### src/rcw_consts.svh
// Constants for the calendar clock control word block: offsets, fields, resets and counts
`ifndef RCW_CONSTS_SVH
`define RCW_CONSTS_SVH

`define RCW_ADDR_W 8
`define RCW_DATA_W 32

`define RCW_OFS_CTRL_LOW 8'h00
`define RCW_OFS_CTRL_TWO 8'h04
`define RCW_OFS_KEY 8'h08
`define RCW_OFS_TIME 8'h0c
`define RCW_OFS_IRQ_STATUS 8'h10
`define RCW_OFS_IRQ_MASK 8'h14
`define RCW_OFS_ALARM 8'h18
`define RCW_OFS_STAMP 8'h1c

`define RCW_CTRL_LOW_RESET 16'h0000
`define RCW_CTRL_LOW_WMASK 16'h8ff1
`define RCW_CTRL_TWO_RESET 2'h0
`define RCW_IRQ_W 4
`define RCW_IRQ_SECOND 0
`define RCW_IRQ_ALARM 1
`define RCW_IRQ_STAMP 2
`define RCW_IRQ_POWER 3

`define RCW_KEY_FIRST 8'h55
`define RCW_KEY_SECOND 8'haa
`define RCW_UNLOCK_WINDOW_CYC 4'h4

`define RCW_PIN_N 4
`define RCW_PIN_CRYSTAL 0
`define RCW_PIN_LOW_POWER_RC_OSC 1
`define RCW_PIN_MAINS 2
`define RCW_PIN_STAMP 3

`define RCW_TICKS_CRYSTAL 32'd32768
`define RCW_TICKS_LOW_POWER_RC_OSC 32'd31250
`define RCW_TICKS_MAINS 32'd50
`define RCW_SYS_CLK_HZ 250000000

`endif

### src/rcw_pkg.sv
// Types shared by the calendar clock control word block
package rcw_pkg;

	typedef struct packed {
		logic run_enable;
		logic [2:0] rsv_hi;
		logic register_write_lock;
		logic power_ctl_function_enable;
		logic power_ctl_polarity;
		logic power_ctl_pin_enable;
		logic clock_output_enable;
		logic [2:0] output_event_select;
		logic [2:0] rsv_lo;
		logic capture_a_enable;
	} rcw_ctrl_low_type;

	typedef enum logic [1:0] {
		RCW_SRC_CRYSTAL,
		RCW_SRC_LOW_POWER_RC_OSC,
		RCW_SRC_MAINS,
		RCW_SRC_SYSTEM
	} rcw_source_type;

	typedef enum logic [2:0] {
		RCW_OUT_ALARM,
		RCW_OUT_SECOND,
		RCW_OUT_INPUT,
		RCW_OUT_POWER,
		RCW_OUT_STAMP,
		RCW_OUT_UNUSED5,
		RCW_OUT_UNUSED6,
		RCW_OUT_UNUSED7
	} rcw_out_sel_type;

	typedef struct packed {
		logic wr;
		logic rd;
		logic [7:0] addr;
		logic [31:0] wdata;
	} rcw_bus_req_type;

endpackage

### src/rcw_unlock_seq.sv
// Key sequence tracker that opens a short window for clearing the write lock
`timescale 1ns/100ps
`include "rcw_consts.svh"

module rcw_unlock_seq (
	input wire logic clk_sys,
	input wire logic rst_n,
	input wire logic any_write,
	input wire logic key_write,
	input wire logic [7:0] key_data,
	output logic unlock_open
);

	typedef enum logic [1:0] {
		KEY_IDLE,
		KEY_GOT_FIRST,
		KEY_OPEN
	} rcw_key_state_type;

	rcw_key_state_type state_reg;
	rcw_key_state_type state_next;
	logic [3:0] window_reg;
	logic [3:0] window_next;

	always_comb begin
		state_next = state_reg;
		window_next = window_reg;
		unique case (state_reg)
			KEY_IDLE: begin
				if (key_write && key_data == `RCW_KEY_FIRST) begin
					state_next = KEY_GOT_FIRST;
				end
			end
			KEY_GOT_FIRST: begin
				// The two key bytes must be consecutive writes
				if (any_write) begin
					if (key_write && key_data == `RCW_KEY_SECOND) begin
						state_next = KEY_OPEN;
						window_next = `RCW_UNLOCK_WINDOW_CYC;
					end else if (key_write && key_data == `RCW_KEY_FIRST) begin
						state_next = KEY_GOT_FIRST;
					end else begin
						state_next = KEY_IDLE;
					end
				end
			end
			KEY_OPEN: begin
				// The next write of any kind uses the window up, as does a timeout
				if (any_write || window_reg == 4'h1) begin
					state_next = KEY_IDLE;
					window_next = 4'h0;
				end else begin
					window_next = window_reg - 4'h1;
				end
			end
			default: begin
				state_next = KEY_IDLE;
				window_next = 4'h0;
			end
		endcase
	end

	always_ff @(posedge clk_sys or negedge rst_n) begin
		if (!rst_n) begin
			state_reg <= KEY_IDLE;
			window_reg <= 4'h0;
		end else begin
			state_reg <= state_next;
			window_reg <= window_next;
		end
	end

	assign unlock_open = (state_reg == KEY_OPEN);

endmodule

### src/rcw_top.sv
// Calendar clock low control word with lock, event output, counter and interrupts
//
// Added by the designer: the strobed register port and the address map.
`timescale 1ns/100ps
`include "rcw_consts.svh"

module rcw_top #(
	parameter logic [31:0] SYS_TICKS_PER_SEC = `RCW_SYS_CLK_HZ
) (
	input wire logic clk_sys,
	input wire logic resetn,
	input rcw_pkg::rcw_bus_req_type bus_req,
	output logic [31:0] bus_rdata,
	input wire logic crystal_clk_pin,
	input wire logic low_power_rc_osc_clk_pin,
	input wire logic mains_clk_pin,
	input wire logic stamp_n_pin,
	output logic clock_out,
	output logic clock_out_oe,
	output logic power_ctl_out,
	output logic power_ctl_out_oe,
	output logic irq
);

	// Reset release
	logic rst_meta_reg;
	logic rst_n;

	always_ff @(posedge clk_sys or negedge resetn) begin
		if (!resetn) begin
			rst_meta_reg <= 1'b0;
			rst_n <= 1'b0;
		end else begin
			rst_meta_reg <= 1'b1;
			rst_n <= rst_meta_reg;
		end
	end

	// Pin synchronisers: a change counts once the second and third stages agree
	logic [`RCW_PIN_N-1:0] pin_raw;
	logic [`RCW_PIN_N-1:0] pin_s1_reg;
	logic [`RCW_PIN_N-1:0] pin_s2_reg;
	logic [`RCW_PIN_N-1:0] pin_s3_reg;
	logic [`RCW_PIN_N-1:0] pin_lvl_reg;
	logic [`RCW_PIN_N-1:0] pin_lvl_next;
	logic [`RCW_PIN_N-1:0] pin_rise;
	logic [`RCW_PIN_N-1:0] pin_fall;

	assign pin_raw[`RCW_PIN_CRYSTAL] = crystal_clk_pin;
	assign pin_raw[`RCW_PIN_LOW_POWER_RC_OSC] = low_power_rc_osc_clk_pin;
	assign pin_raw[`RCW_PIN_MAINS] = mains_clk_pin;
	assign pin_raw[`RCW_PIN_STAMP] = stamp_n_pin;

	genvar gi;
	generate
		for (gi = 0; gi < `RCW_PIN_N; gi = gi + 1) begin : g_pin
			always_comb begin
				pin_lvl_next[gi] = pin_lvl_reg[gi];
				if (pin_s2_reg[gi] == pin_s3_reg[gi]) begin
					pin_lvl_next[gi] = pin_s3_reg[gi];
				end
			end
			always_ff @(posedge clk_sys or negedge rst_n) begin
				if (!rst_n) begin
					pin_s1_reg[gi] <= 1'b0;
					pin_s2_reg[gi] <= 1'b0;
					pin_s3_reg[gi] <= 1'b0;
					pin_lvl_reg[gi] <= 1'b0;
				end else begin
					pin_s1_reg[gi] <= pin_raw[gi];
					pin_s2_reg[gi] <= pin_s1_reg[gi];
					pin_s3_reg[gi] <= pin_s2_reg[gi];
					pin_lvl_reg[gi] <= pin_lvl_next[gi];
				end
			end
			assign pin_rise[gi] = pin_lvl_next[gi] && !pin_lvl_reg[gi];
			assign pin_fall[gi] = !pin_lvl_next[gi] && pin_lvl_reg[gi];
		end
	endgenerate

	// Bus decode
	function automatic logic hit(input logic [7:0] addr, input logic [7:0] ofs);
		hit = (addr == ofs);
	endfunction

	function automatic logic [31:0] ticks_per_sec(input rcw_pkg::rcw_source_type src,
			input logic [31:0] sys_ticks);
		unique case (src)
			rcw_pkg::RCW_SRC_CRYSTAL: ticks_per_sec = `RCW_TICKS_CRYSTAL;
			rcw_pkg::RCW_SRC_LOW_POWER_RC_OSC: ticks_per_sec = `RCW_TICKS_LOW_POWER_RC_OSC;
			rcw_pkg::RCW_SRC_MAINS: ticks_per_sec = `RCW_TICKS_MAINS;
			rcw_pkg::RCW_SRC_SYSTEM: ticks_per_sec = sys_ticks;
		endcase
	endfunction

	logic wr_ctrl_low;
	logic wr_ctrl_two;
	logic wr_key;
	logic wr_time;
	logic wr_status;
	logic wr_mask;
	logic wr_alarm;
	logic unlock_open;

	assign wr_ctrl_low = bus_req.wr && hit(bus_req.addr, `RCW_OFS_CTRL_LOW);
	assign wr_ctrl_two = bus_req.wr && hit(bus_req.addr, `RCW_OFS_CTRL_TWO);
	assign wr_key = bus_req.wr && hit(bus_req.addr, `RCW_OFS_KEY);
	assign wr_time = bus_req.wr && hit(bus_req.addr, `RCW_OFS_TIME);
	assign wr_status = bus_req.wr && hit(bus_req.addr, `RCW_OFS_IRQ_STATUS);
	assign wr_mask = bus_req.wr && hit(bus_req.addr, `RCW_OFS_IRQ_MASK);
	assign wr_alarm = bus_req.wr && hit(bus_req.addr, `RCW_OFS_ALARM);

	rcw_unlock_seq u_unlock (
		.clk_sys(clk_sys),
		.rst_n(rst_n),
		.any_write(bus_req.wr),
		.key_write(wr_key),
		.key_data(bus_req.wdata[7:0]),
		.unlock_open(unlock_open)
	);

	// Control registers
	rcw_pkg::rcw_ctrl_low_type ctrl_reg;
	rcw_pkg::rcw_ctrl_low_type ctrl_next;
	rcw_pkg::rcw_ctrl_low_type ctrl_wr;
	rcw_pkg::rcw_source_type src_reg;
	rcw_pkg::rcw_source_type src_next;
	logic [31:0] alarm_reg;
	logic [31:0] alarm_next;
	logic [`RCW_IRQ_W-1:0] mask_reg;
	logic [`RCW_IRQ_W-1:0] mask_next;

	assign ctrl_wr = rcw_rcw_cast(bus_req.wdata[15:0]);

	function automatic rcw_pkg::rcw_ctrl_low_type rcw_rcw_cast(input logic [15:0] v);
		rcw_rcw_cast = rcw_pkg::rcw_ctrl_low_type'(v & `RCW_CTRL_LOW_WMASK);
	endfunction

	always_comb begin
		ctrl_next = ctrl_reg;
		src_next = src_reg;
		alarm_next = alarm_reg;
		mask_next = mask_reg;
		if (wr_ctrl_low) begin
			// Power, output and capture fields stay writable under the lock
			ctrl_next = ctrl_wr;
			ctrl_next.run_enable = ctrl_reg.register_write_lock ? ctrl_reg.run_enable :
				ctrl_wr.run_enable;
			if (ctrl_reg.register_write_lock && !ctrl_wr.register_write_lock) begin
				ctrl_next.register_write_lock = !unlock_open;
			end else begin
				ctrl_next.register_write_lock = ctrl_wr.register_write_lock;
			end
		end
		if (wr_ctrl_two && !ctrl_reg.register_write_lock) begin
			src_next = rcw_pkg::rcw_source_type'(bus_req.wdata[1:0]);
		end
		if (wr_alarm) begin
			alarm_next = bus_req.wdata;
		end
		if (wr_mask) begin
			mask_next = bus_req.wdata[`RCW_IRQ_W-1:0];
		end
	end

	always_ff @(posedge clk_sys or negedge rst_n) begin
		if (!rst_n) begin
			ctrl_reg <= `RCW_CTRL_LOW_RESET;
			src_reg <= rcw_pkg::RCW_SRC_CRYSTAL;
			alarm_reg <= 32'h0;
			mask_reg <= 4'h0;
		end else begin
			ctrl_reg <= ctrl_next;
			src_reg <= src_next;
			alarm_reg <= alarm_next;
			mask_reg <= mask_next;
		end
	end

	// Time base and seconds counter
	logic [31:0] sub_reg;
	logic [31:0] sub_next;
	logic [31:0] time_reg;
	logic [31:0] time_next;
	logic half_clk_reg;
	logic half_clk_next;
	logic ref_tick;
	logic [31:0] limit;
	logic sec_tick;
	logic half_tick;

	always_comb begin
		unique case (src_reg)
			rcw_pkg::RCW_SRC_CRYSTAL: ref_tick = pin_rise[`RCW_PIN_CRYSTAL];
			rcw_pkg::RCW_SRC_LOW_POWER_RC_OSC: ref_tick = pin_rise[`RCW_PIN_LOW_POWER_RC_OSC];
			rcw_pkg::RCW_SRC_MAINS: ref_tick = pin_rise[`RCW_PIN_MAINS];
			rcw_pkg::RCW_SRC_SYSTEM: ref_tick = 1'b1;
		endcase
	end

	assign limit = ticks_per_sec(src_reg, SYS_TICKS_PER_SEC);
	assign sec_tick = ctrl_reg.run_enable && ref_tick && (sub_reg >= limit - 32'h1);
	assign half_tick = ctrl_reg.run_enable && ref_tick && (sub_reg == (limit >> 1) - 32'h1);

	always_comb begin
		sub_next = sub_reg;
		time_next = time_reg;
		half_clk_next = half_clk_reg;
		if (ctrl_reg.run_enable && ref_tick) begin
			sub_next = sec_tick ? 32'h0 : sub_reg + 32'h1;
		end
		if (sec_tick || half_tick) begin
			half_clk_next = !half_clk_reg;
		end
		if (sec_tick) begin
			time_next = time_reg + 32'h1;
		end
		// A software write wins over the count in the same cycle
		if (wr_time && !ctrl_reg.register_write_lock) begin
			time_next = bus_req.wdata;
			sub_next = 32'h0;
		end
	end

	always_ff @(posedge clk_sys or negedge rst_n) begin
		if (!rst_n) begin
			sub_reg <= 32'h0;
			time_reg <= 32'h0;
			half_clk_reg <= 1'b0;
		end else begin
			sub_reg <= sub_next;
			time_reg <= time_next;
			half_clk_reg <= half_clk_next;
		end
	end

	// Events, timestamp and interrupt status
	logic [`RCW_IRQ_W-1:0] status_reg;
	logic [`RCW_IRQ_W-1:0] status_next;
	logic [`RCW_IRQ_W-1:0] event_vec;
	logic [31:0] stamp_reg;
	logic [31:0] stamp_next;
	logic power_active;
	logic power_prev_reg;
	logic alarm_event;
	logic stamp_event;
	logic irq_reg;
	logic irq_next;

	assign power_active = ctrl_reg.power_ctl_function_enable;
	assign alarm_event = sec_tick && (time_next == alarm_reg);
	assign stamp_event = ctrl_reg.capture_a_enable && pin_fall[`RCW_PIN_STAMP];

	always_comb begin
		event_vec = '0;
		event_vec[`RCW_IRQ_SECOND] = sec_tick;
		event_vec[`RCW_IRQ_ALARM] = alarm_event;
		event_vec[`RCW_IRQ_STAMP] = stamp_event;
		event_vec[`RCW_IRQ_POWER] = power_active && !power_prev_reg;
		stamp_next = stamp_event ? time_reg : stamp_reg;
		// Clearing by a written one; a new event in the same cycle keeps its bit
		status_next = status_reg;
		if (wr_status) begin
			status_next = status_reg & ~bus_req.wdata[`RCW_IRQ_W-1:0];
		end
		status_next = status_next | event_vec;
		irq_next = |(status_next & mask_next);
	end

	always_ff @(posedge clk_sys or negedge rst_n) begin
		if (!rst_n) begin
			status_reg <= 4'h0;
			stamp_reg <= 32'h0;
			power_prev_reg <= 1'b0;
			irq_reg <= 1'b0;
		end else begin
			status_reg <= status_next;
			stamp_reg <= stamp_next;
			power_prev_reg <= power_active;
			irq_reg <= irq_next;
		end
	end

	// Pin outputs
	logic clk_out_reg;
	logic clk_out_next;
	logic clk_oe_reg;
	logic pwc_reg;
	logic pwc_next;
	logic pwc_oe_reg;

	always_comb begin
		unique case (rcw_pkg::rcw_out_sel_type'(ctrl_next.output_event_select))
			rcw_pkg::RCW_OUT_ALARM: clk_out_next = alarm_event;
			rcw_pkg::RCW_OUT_SECOND: clk_out_next = half_clk_next;
			rcw_pkg::RCW_OUT_INPUT: clk_out_next = ref_tick;
			rcw_pkg::RCW_OUT_POWER: clk_out_next = power_active;
			rcw_pkg::RCW_OUT_STAMP: clk_out_next = stamp_event;
			default: clk_out_next = 1'b0;
		endcase
		// Polarity one drives the active level high
		pwc_next = ctrl_next.power_ctl_function_enable ? ctrl_next.power_ctl_polarity :
			!ctrl_next.power_ctl_polarity;
	end

	always_ff @(posedge clk_sys or negedge rst_n) begin
		if (!rst_n) begin
			clk_out_reg <= 1'b0;
			clk_oe_reg <= 1'b0;
			pwc_reg <= 1'b0;
			pwc_oe_reg <= 1'b0;
		end else begin
			clk_out_reg <= clk_out_next;
			clk_oe_reg <= ctrl_next.clock_output_enable;
			pwc_reg <= pwc_next;
			pwc_oe_reg <= ctrl_next.power_ctl_pin_enable;
		end
	end

	// Read port: data stand for exactly one cycle after the strobe
	logic [31:0] rdata_reg;
	logic [31:0] rdata_next;

	always_comb begin
		rdata_next = 32'h0;
		if (bus_req.rd) begin
			unique case (bus_req.addr)
				`RCW_OFS_CTRL_LOW: rdata_next = {16'h0, ctrl_reg};
				`RCW_OFS_CTRL_TWO: rdata_next = {30'h0, src_reg};
				`RCW_OFS_TIME: rdata_next = time_reg;
				`RCW_OFS_IRQ_STATUS: rdata_next = {28'h0, status_reg};
				`RCW_OFS_IRQ_MASK: rdata_next = {28'h0, mask_reg};
				`RCW_OFS_ALARM: rdata_next = alarm_reg;
				`RCW_OFS_STAMP: rdata_next = stamp_reg;
				default: rdata_next = 32'h0;
			endcase
		end
	end

	always_ff @(posedge clk_sys or negedge rst_n) begin
		if (!rst_n) begin
			rdata_reg <= 32'h0;
		end else begin
			rdata_reg <= rdata_next;
		end
	end

	assign bus_rdata = rdata_reg;
	assign clock_out = clk_out_reg;
	assign clock_out_oe = clk_oe_reg;
	assign power_ctl_out = pwc_reg;
	assign power_ctl_out_oe = pwc_oe_reg;
	assign irq = irq_reg;

endmodule

### config.mk
export PLATFORM = sky130hd
export DESIGN_NAME = rcw_top
export DESIGN_NICKNAME = d
export VERILOG_FILES = /design/src/rcw_pkg.sv /design/src/rcw_unlock_seq.sv /design/src/rcw_top.sv
export VERILOG_INCLUDE_DIRS = /design/src
export SDC_FILE = /design/constraint.sdc
export NUM_CORES = 1
export LEC_CHECK = 0
export BUFFER_PORTS_ARGS = -buffer_cell sky130_fd_sc_hd__buf_2
export CORE_ASPECT_RATIO = 0.7
export CORE_UTILIZATION = 36
export DETAILED_ROUTE_END_ITERATION = 8
export GPL_TIMING_DRIVEN = 1
export SYNTH_ARGS = -nofsm -noshare
export SYNTH_HDL_FRONTEND = slang
export SYNTH_SLANG_ARGS = --single-unit
### constraint.sdc
create_clock -name clk_sys -period 16.4 [get_ports clk_sys]
set_input_delay 3.28 -clock clk_sys [delete_from_list [all_inputs] [get_ports clk_sys]]
set_output_delay 3.28 -clock clk_sys [all_outputs]
set_load 0.005 [all_outputs]
# Word-level counts from Yosys, hierarchy flattened

Cells that the tools add are included.

Register bits after elaboration: 209
Input bits: 48
Output and inout bits: 37
Word-level logic and storage cells: 155

Add/subtract/negate cells: 5
Order comparisons: 1
Eq/ne operators: 29
Multiplexer cells: 30
Bitwise operators: 6
Reduce and logical (&&, ||, !) cells: 43

Operators by type and width:

| cell                                                                  | count |
|---|---|
| 32-bit case mux with 7 select lines                                   | 1 |
| 32-bit two-way mux                                                    | 6 |
| 32-bit case mux with 4 select lines                                   | 1 |
| 32-bit by 1-bit adder with 32-bit output (second input constant)      | 2 |
| 32-bit == test                                                        | 2 |
| 8-bit by 5-bit == test with 1-bit output (second input constant)      | 4 |
| 32-bit greater-or-equal comparator                                    | 1 |
| 31-bit by 1-bit subtractor with 32-bit output (second input constant) | 1 |
| 32-bit by 1-bit subtractor with 32-bit output (second input constant) | 1 |
| 1-bit logical AND                                                     | 22 |
| 4-bit two-way mux                                                     | 5 |
| 8-bit by 4-bit == test with 1-bit output (second input constant)      | 2 |
| 4-bit case mux with 3 select lines                                    | 1 |
| 11-bit two-way mux                                                    | 1 |
| 1-bit zero test                                                       | 10 |
| 4-bit bitwise AND                                                     | 2 |
| 8-bit by 3-bit == test with 1-bit output (second input constant)      | 1 |
| 8-bit by 7-bit == test with 1-bit output (second input constant)      | 1 |
| 8-bit == test (second input constant)                                 | 1 |
| 8-bit zero test                                                       | 1 |
| 1-bit two-way mux                                                     | 8 |
| 2-bit two-way mux                                                     | 4 |
| 2-bit == test (second input constant)                                 | 3 |
| 3-bit by 2-bit == test with 1-bit output (second input constant)      | 2 |
| 21 further kinds                                                      | 31 |

# Depth between registers and ports, before layout

Word-level depth: 13
Gate-level depth with buffers: 16
Mapped depth without buffers: 14

# By module

Synthesis repeated with hierarchy kept, for this count alone.

Cells, all modules: 1268
Area, all modules: 12037.8 um2

Modules (own cells, without submodules):

| module         | instances | cells each | area an instance (um2) | seq. area each (um2) |
|---|---|---|---|---|
| rcw_top        | 1         | 1213       | 11513.5                | 5079.9 |
| rcw_unlock_seq | 1         | 55         | 524.3                  | 150.1 |

# Least setup slack after synthesis

OpenSTA, ideal clock, no wires.

Path type: input port to flip-flop
Start point: in bus_req[36] (netlist bit)
End point: reg clk_out_reg (netlist: clock_out)
Library setup time: 0.066 ns
Arrival: 5.815 ns
Required time: 16.334 ns
Setup slack: 10.520 ns
Stages on the path: 11
Buffers on the path: 1
Cell sequence: buf_6 > or4_4 > nor3_4 > a211oi_1 > o32a_1 > a2111oi_2 > nand4_1 > a2111oi_2 > nand4_1 > o41ai_2 > a31o_1

Cells in the longest elaborated chain, start to end: 7
Elaborated cells between the ends (all ways): 15
Classes of those cells: eq/ne (6); mux (3); reduce/logical (6)

RTL lines:

| what                                     | RTL line       | source |
|---|---|---|
| start, declared                          | rcw_top.sv:12  | `input rcw_pkg::rcw_bus_req_type bus_req,` |
| 8-bit by 4-bit == test with 1-bit output | rcw_top.sv:83  | `hit = (addr == ofs);` |
| 1-bit logical AND                        | rcw_top.sv:108 | `` assign wr_time = bus_req.wr && hit(bus_req.addr, `RCW_OFS_TIME); `` |
| 1-bit logical AND                        | rcw_top.sv:219 | `if (wr_time && !ctrl_reg.register_write_lock) begin` |
| 32-bit two-way mux                       | rcw_top.sv:219 |  |
| 32-bit == test                           | rcw_top.sv:251 | `assign alarm_event = sec_tick && (time_next == alarm_reg);` |
| 1-bit logical AND                        | rcw_top.sv:251 |  |
| 1-bit case mux with 5 select lines *     | rcw_top.sv:293 | `unique case (rcw_pkg::rcw_out_sel_type'(ctrl_next.output_event_select))` |
| named net clk_out_next                   | rcw_top.sv:286 | `logic clk_out_next;` |
| end signal, assigned                     | rcw_top.sv:313 | `clk_out_reg <= clk_out_next;` |
| end, declared                            | rcw_top.sv:285 | `logic clk_out_reg;` |

The timed path passes the listed nets; every way through them passes the cells marked *.
A chain may end at the register's enable or synchronous reset.

# Worst setup path in the final report

Start point: in bus_req[34] (netlist bit)
End point: reg clk_out_reg (netlist: clock_out)

The elaborated chain is that of the path after synthesis.

==> results.txt <==
- The flow ran to the end, and the final reports show no timing, DRC or antenna violations.
- Number of optimization iterations in the first detailed-route pass: 6
* Count of unique library cells instantiated by Yosys: 84
- Summed over all layers, the routed wires come to 38500 µm.
- Clock-pin slew was measured on the worst setup and hold paths at 0.06 ns.
- The later pin in the worst-skew pair is clocked with a latency of 0.56 ns.
- The congestion estimate from routability-driven global placement came to 0.923.
- In this run the standard cell core region covers 0.0327 mm².
- Setup TNS: 0 ns
* Endpoints failing hold: 0
- Input and output buffers added on the ports amount to 84.
- Routed via count: 10328
- At the worst endpoint, the required time is 16.89 ns.
- Inserted Clock Buffers: 23
- After synthesis, the mean cell area works out to 9.76 µm².
* Register cell area after layout: 0.00523 mm²
- Placed cell areas: 0.0129 mm²
* # H-tree levels: 1
* Minimum clock period after layout: 6.44 ns
* Number of top-level pins: 85
- Area enclosed by the die boundary: 0.0344 mm²
- Netlist area before placement: 0.0121 mm²
- Clock tree from TritonCTS: done
- Across every metal layer, demand over resource in global routing totals 22.5%.
- In the final routed layout, each cell accounts on average for 22.2 µm.
- From bottom edge to top edge, the die measures 155 µm.
* Most frequent cells in the layout: dfrtp_1, nand2_1, nor2_1
- Setup crit end kind: flip-flop
- For this run, design rule violations remaining after detail routing come to 0.
* Mapped Cells: 1239
- Using the TritonRoute via totals, the vias-per-cell ratio works out to 5.95.
- Post-Place Cells: 1694
* Pre-CTS setup slack: 9.61 ns
- Startpoint of the worst register-to-register path: src_reg[1]
* Highest clock rate: 155 MHz
- The worst register-to-register path ends at clock_out.
- Setup slack of the critical path after layout: 9.96 ns
- Share of synthesized area occupied by flip-flops and latches: 43.2%
* Layout cells sized above 1: 18.2%
- Across the run, the number of max-cap violations was 0.
- Summed over all nets, the half-perimeter wirelength after detailed placement is 27400 µm.
- The signal on the critical path passes through buf_2 -> nor4bb_1 -> nand3_2 -> buf_4 -> a311oi_1 -> o32ai_1 -> a2111oi_2 -> nand4_1 -> a2111oi_2 -> nand4_1 -> o41ai_2 -> a31o_1.
- The critical path starts at bus_req[34].
* Via count of the first global-routing pass: 9673
- Cell family contributing the most delay on the critical path: compound AO/OA/AOI/OAI gates
- For this block, the initial DRC count from the detailed router was 1203.
- Biggest fanout along the worst timing path: 54
- The tightest min-delay check is of the flip-flop to asynchronous set/reset pin type.
- Number of non-filler instances in the completed layout: 1735
- The finished cells cover 0.0137 mm².
* Clock sink count: 209
- The worst setup path is of the primary input to flip-flop kind.
* Number of flip-flops and latches in the synthesized netlist: 209
* # rows: 55
- Least-Margin Pin Slew: 1.03 ns
* Post-CTS Hold Fix Bufs: 0
- Yosys printed 0 warnings.
- Area of the multi-input gates: 0.00648 mm²
* Crit path largest cell delay: 0.91 ns
* Clock root cell: clkbuf_16
- The first global-routing pass estimated 59900 µm of wire.
* Share of the clock period used by the worst path after layout: 39.3%
- Filler instances: 3126
- The clock passes through at most 3 buffers.
* Worst Hold Slack: 0.219 ns
- Largest net degree at the start of global routing: 70
- Highest ir drop seen on vdd: 0.0594 mV
- The analysis attributes to cell leakage a power of 6.03 nW.
* Post-cts repair resize count: 0
* Initial antenna violation count: 0
- Register-to-Register Setup Slack: 11.59 ns
- Bufs and invs on worst path: 2
- Among all flip-flop cells after synthesis, the most frequent one is dfrtp_1.
- Clock skew on the completed layout was measured at 0.0367 ns.
* DIE WIDTH: 221 µm
* Setup Fix Bufs, Post-CTS: 0
- # nets final: 1379
- Synthesis-to-finish area growth: 13.4%
* Initial Utilization: 37.0%
* GRT Residual Overflow: 0
- Slew Limit Headroom: 30.3%
* Remaining number of nets flagged by the antenna check after routing: 0
- CP max-delay cell: nor4bb_1
* Final count of negative-setup-slack endpoints: 0
* Setup repair after global routing missed its margin: no
- The count of pins over their slew limit was 0.
* Data arrival time at the worst-slack endpoint: 6.93 ns
- Most common cell after layout, fill and taps aside: dfrtp_1
* Antenna Cells: 0
* Count of flip-flops with a built-in enable after synthesis: 0
- Async S/R FF share, synth: 100%
- Depth of the most critical reg-to-reg path: 14
- The worst setup path is launched from a primary input.
* Cell Pwr Density: 92.7 mW/mm²
[final cells by class]
type                            instances  share of cell area [%]
Clock inverter                          7                    1.12
Clock buffer                           34                    4.93
Tap cell                              427                    3.89
Timing Repair Buffer                   97                    3.77
Multi-Input combinational cell        928                    47.2
Sequential cell                       209                    38.1
Inverter                               33                   0.903
[through the flow]
stage / total power [mW] / util, %
6_report: 1.27 / 42.0
5_1_grt: 1.32 / 42.0
4_1_cts: 1.28 / 42.0
3_5_place_dp: 0.702 / 39.4
3_3_place_gp: 0.699 / 39.4
2_1_floorplan: 0.651 / -
[worst register-to-register path: stages, from the launching register on]
cell and delay (ns):
dfrtp_1 0.41, inv_1 0.20, ha_1 0.34, xnor2_1 0.20, ha_1 0.33, nand4_1 0.18, o41ai_1 0.64, o31ai_1 0.33
a21oi_2 0.22, buf_4 0.34, a31oi_1 0.15, a2111oi_0 0.48, a31oi_1 0.37, o41ai_2 0.37, a31o_1 0.18
[worst max-delay path by stage]
| stage | slack, ns | depth (start not counted) | to |
|---|---|---|---|
| global placement | 9.71 | 12 | clock_out |
| global route | 9.90 | 12 | irq |
| CTS | 10.18 | 12 | clock_out |
| finish | 9.96 | 12 | clock_out |
| detailed placement | 9.61 | 12 | clock_out |
| floorplan | 10.14 | 0 | alarm_reg[0] |
[cell usage after synthesis (all sizes together) (4+ instances only)]
cell type  count  share of area (%)
nand3b        10               0.62
nor2          97                3.0
nand2b         6               0.31
inv           33                1.0
a32oi          4               0.29
o211ai         4               0.25
a22oi         25                1.6
a31oi         15               0.78
xor2          30                2.2
a221oi         9               0.65
nand4b         5               0.36
nand4         36                2.0
and2          14               0.72
or3            6               0.31
buf           21               0.89
a21oi         49                2.1
a41oi          4               0.29
dfrtp        209                 43
xnor2         62                4.5
o21ai         72                3.0
o2111ai        4               0.34
a222oi        19                1.6
a21o           6               0.37
maj3           4               0.33
nor3b          6               0.37
nand2        110                3.4
a2111oi        4               0.39
nand3         44                1.8
and4           4               0.29
mux2i         10               0.83
ha            39                4.0
nor3          20               0.92
or4            8               0.56
nor4          17                1.0
o31ai          4               0.25
mux2          78                7.3
and3          25                1.3
clkbuf        52                1.6
nor2b          9               0.47
or2            4               0.21
a211oi        12               0.79
[where the power goes]
group | switching (mW) | leakage, nW | internal [mW]
Combinational | 0.0745 | 2.80 | 0.0499
Sequential | 0.0354 | 2.82 | 0.536
Clock | 0.226 | 0.407 | 0.351
Total | 0.336 | 6.03 | 0.937
[layer usage]
| metal | routed length (µm) | GRT usage, % | vias up |
|---|---|---|---|
| met1 | 19800 | 37.4 | 5134 |
| met5 | 0 | 0 | - |
| li1 | - | - | 4672 |
| met3 | 3650 | 4.61 | 43 |
| met4 | 579 | 4.26 | 0 |
| met2 | 14400 | 28.9 | 479 |
[kinds of logic after synthesis]
| kind of cell | Yosys count | share of synthesized area (%) |
|---|---|---|
| XOR/XNOR | 93 | 6.86 |
| adder cells (fa/ha/maj) | 43 | 4.36 |
| buffers and inverters | 106 | 3.53 |
| AND/OR/NAND/NOR | 427 | 18.2 |
| flip-flops | 209 | 43.2 |
| multiplexers | 88 | 8.09 |
| AO/OA/AOI/OAI | 272 | 15.7 |
| other | 1 | 0.0310 |
Note: power is estimated with default switching activity, not from simulation.
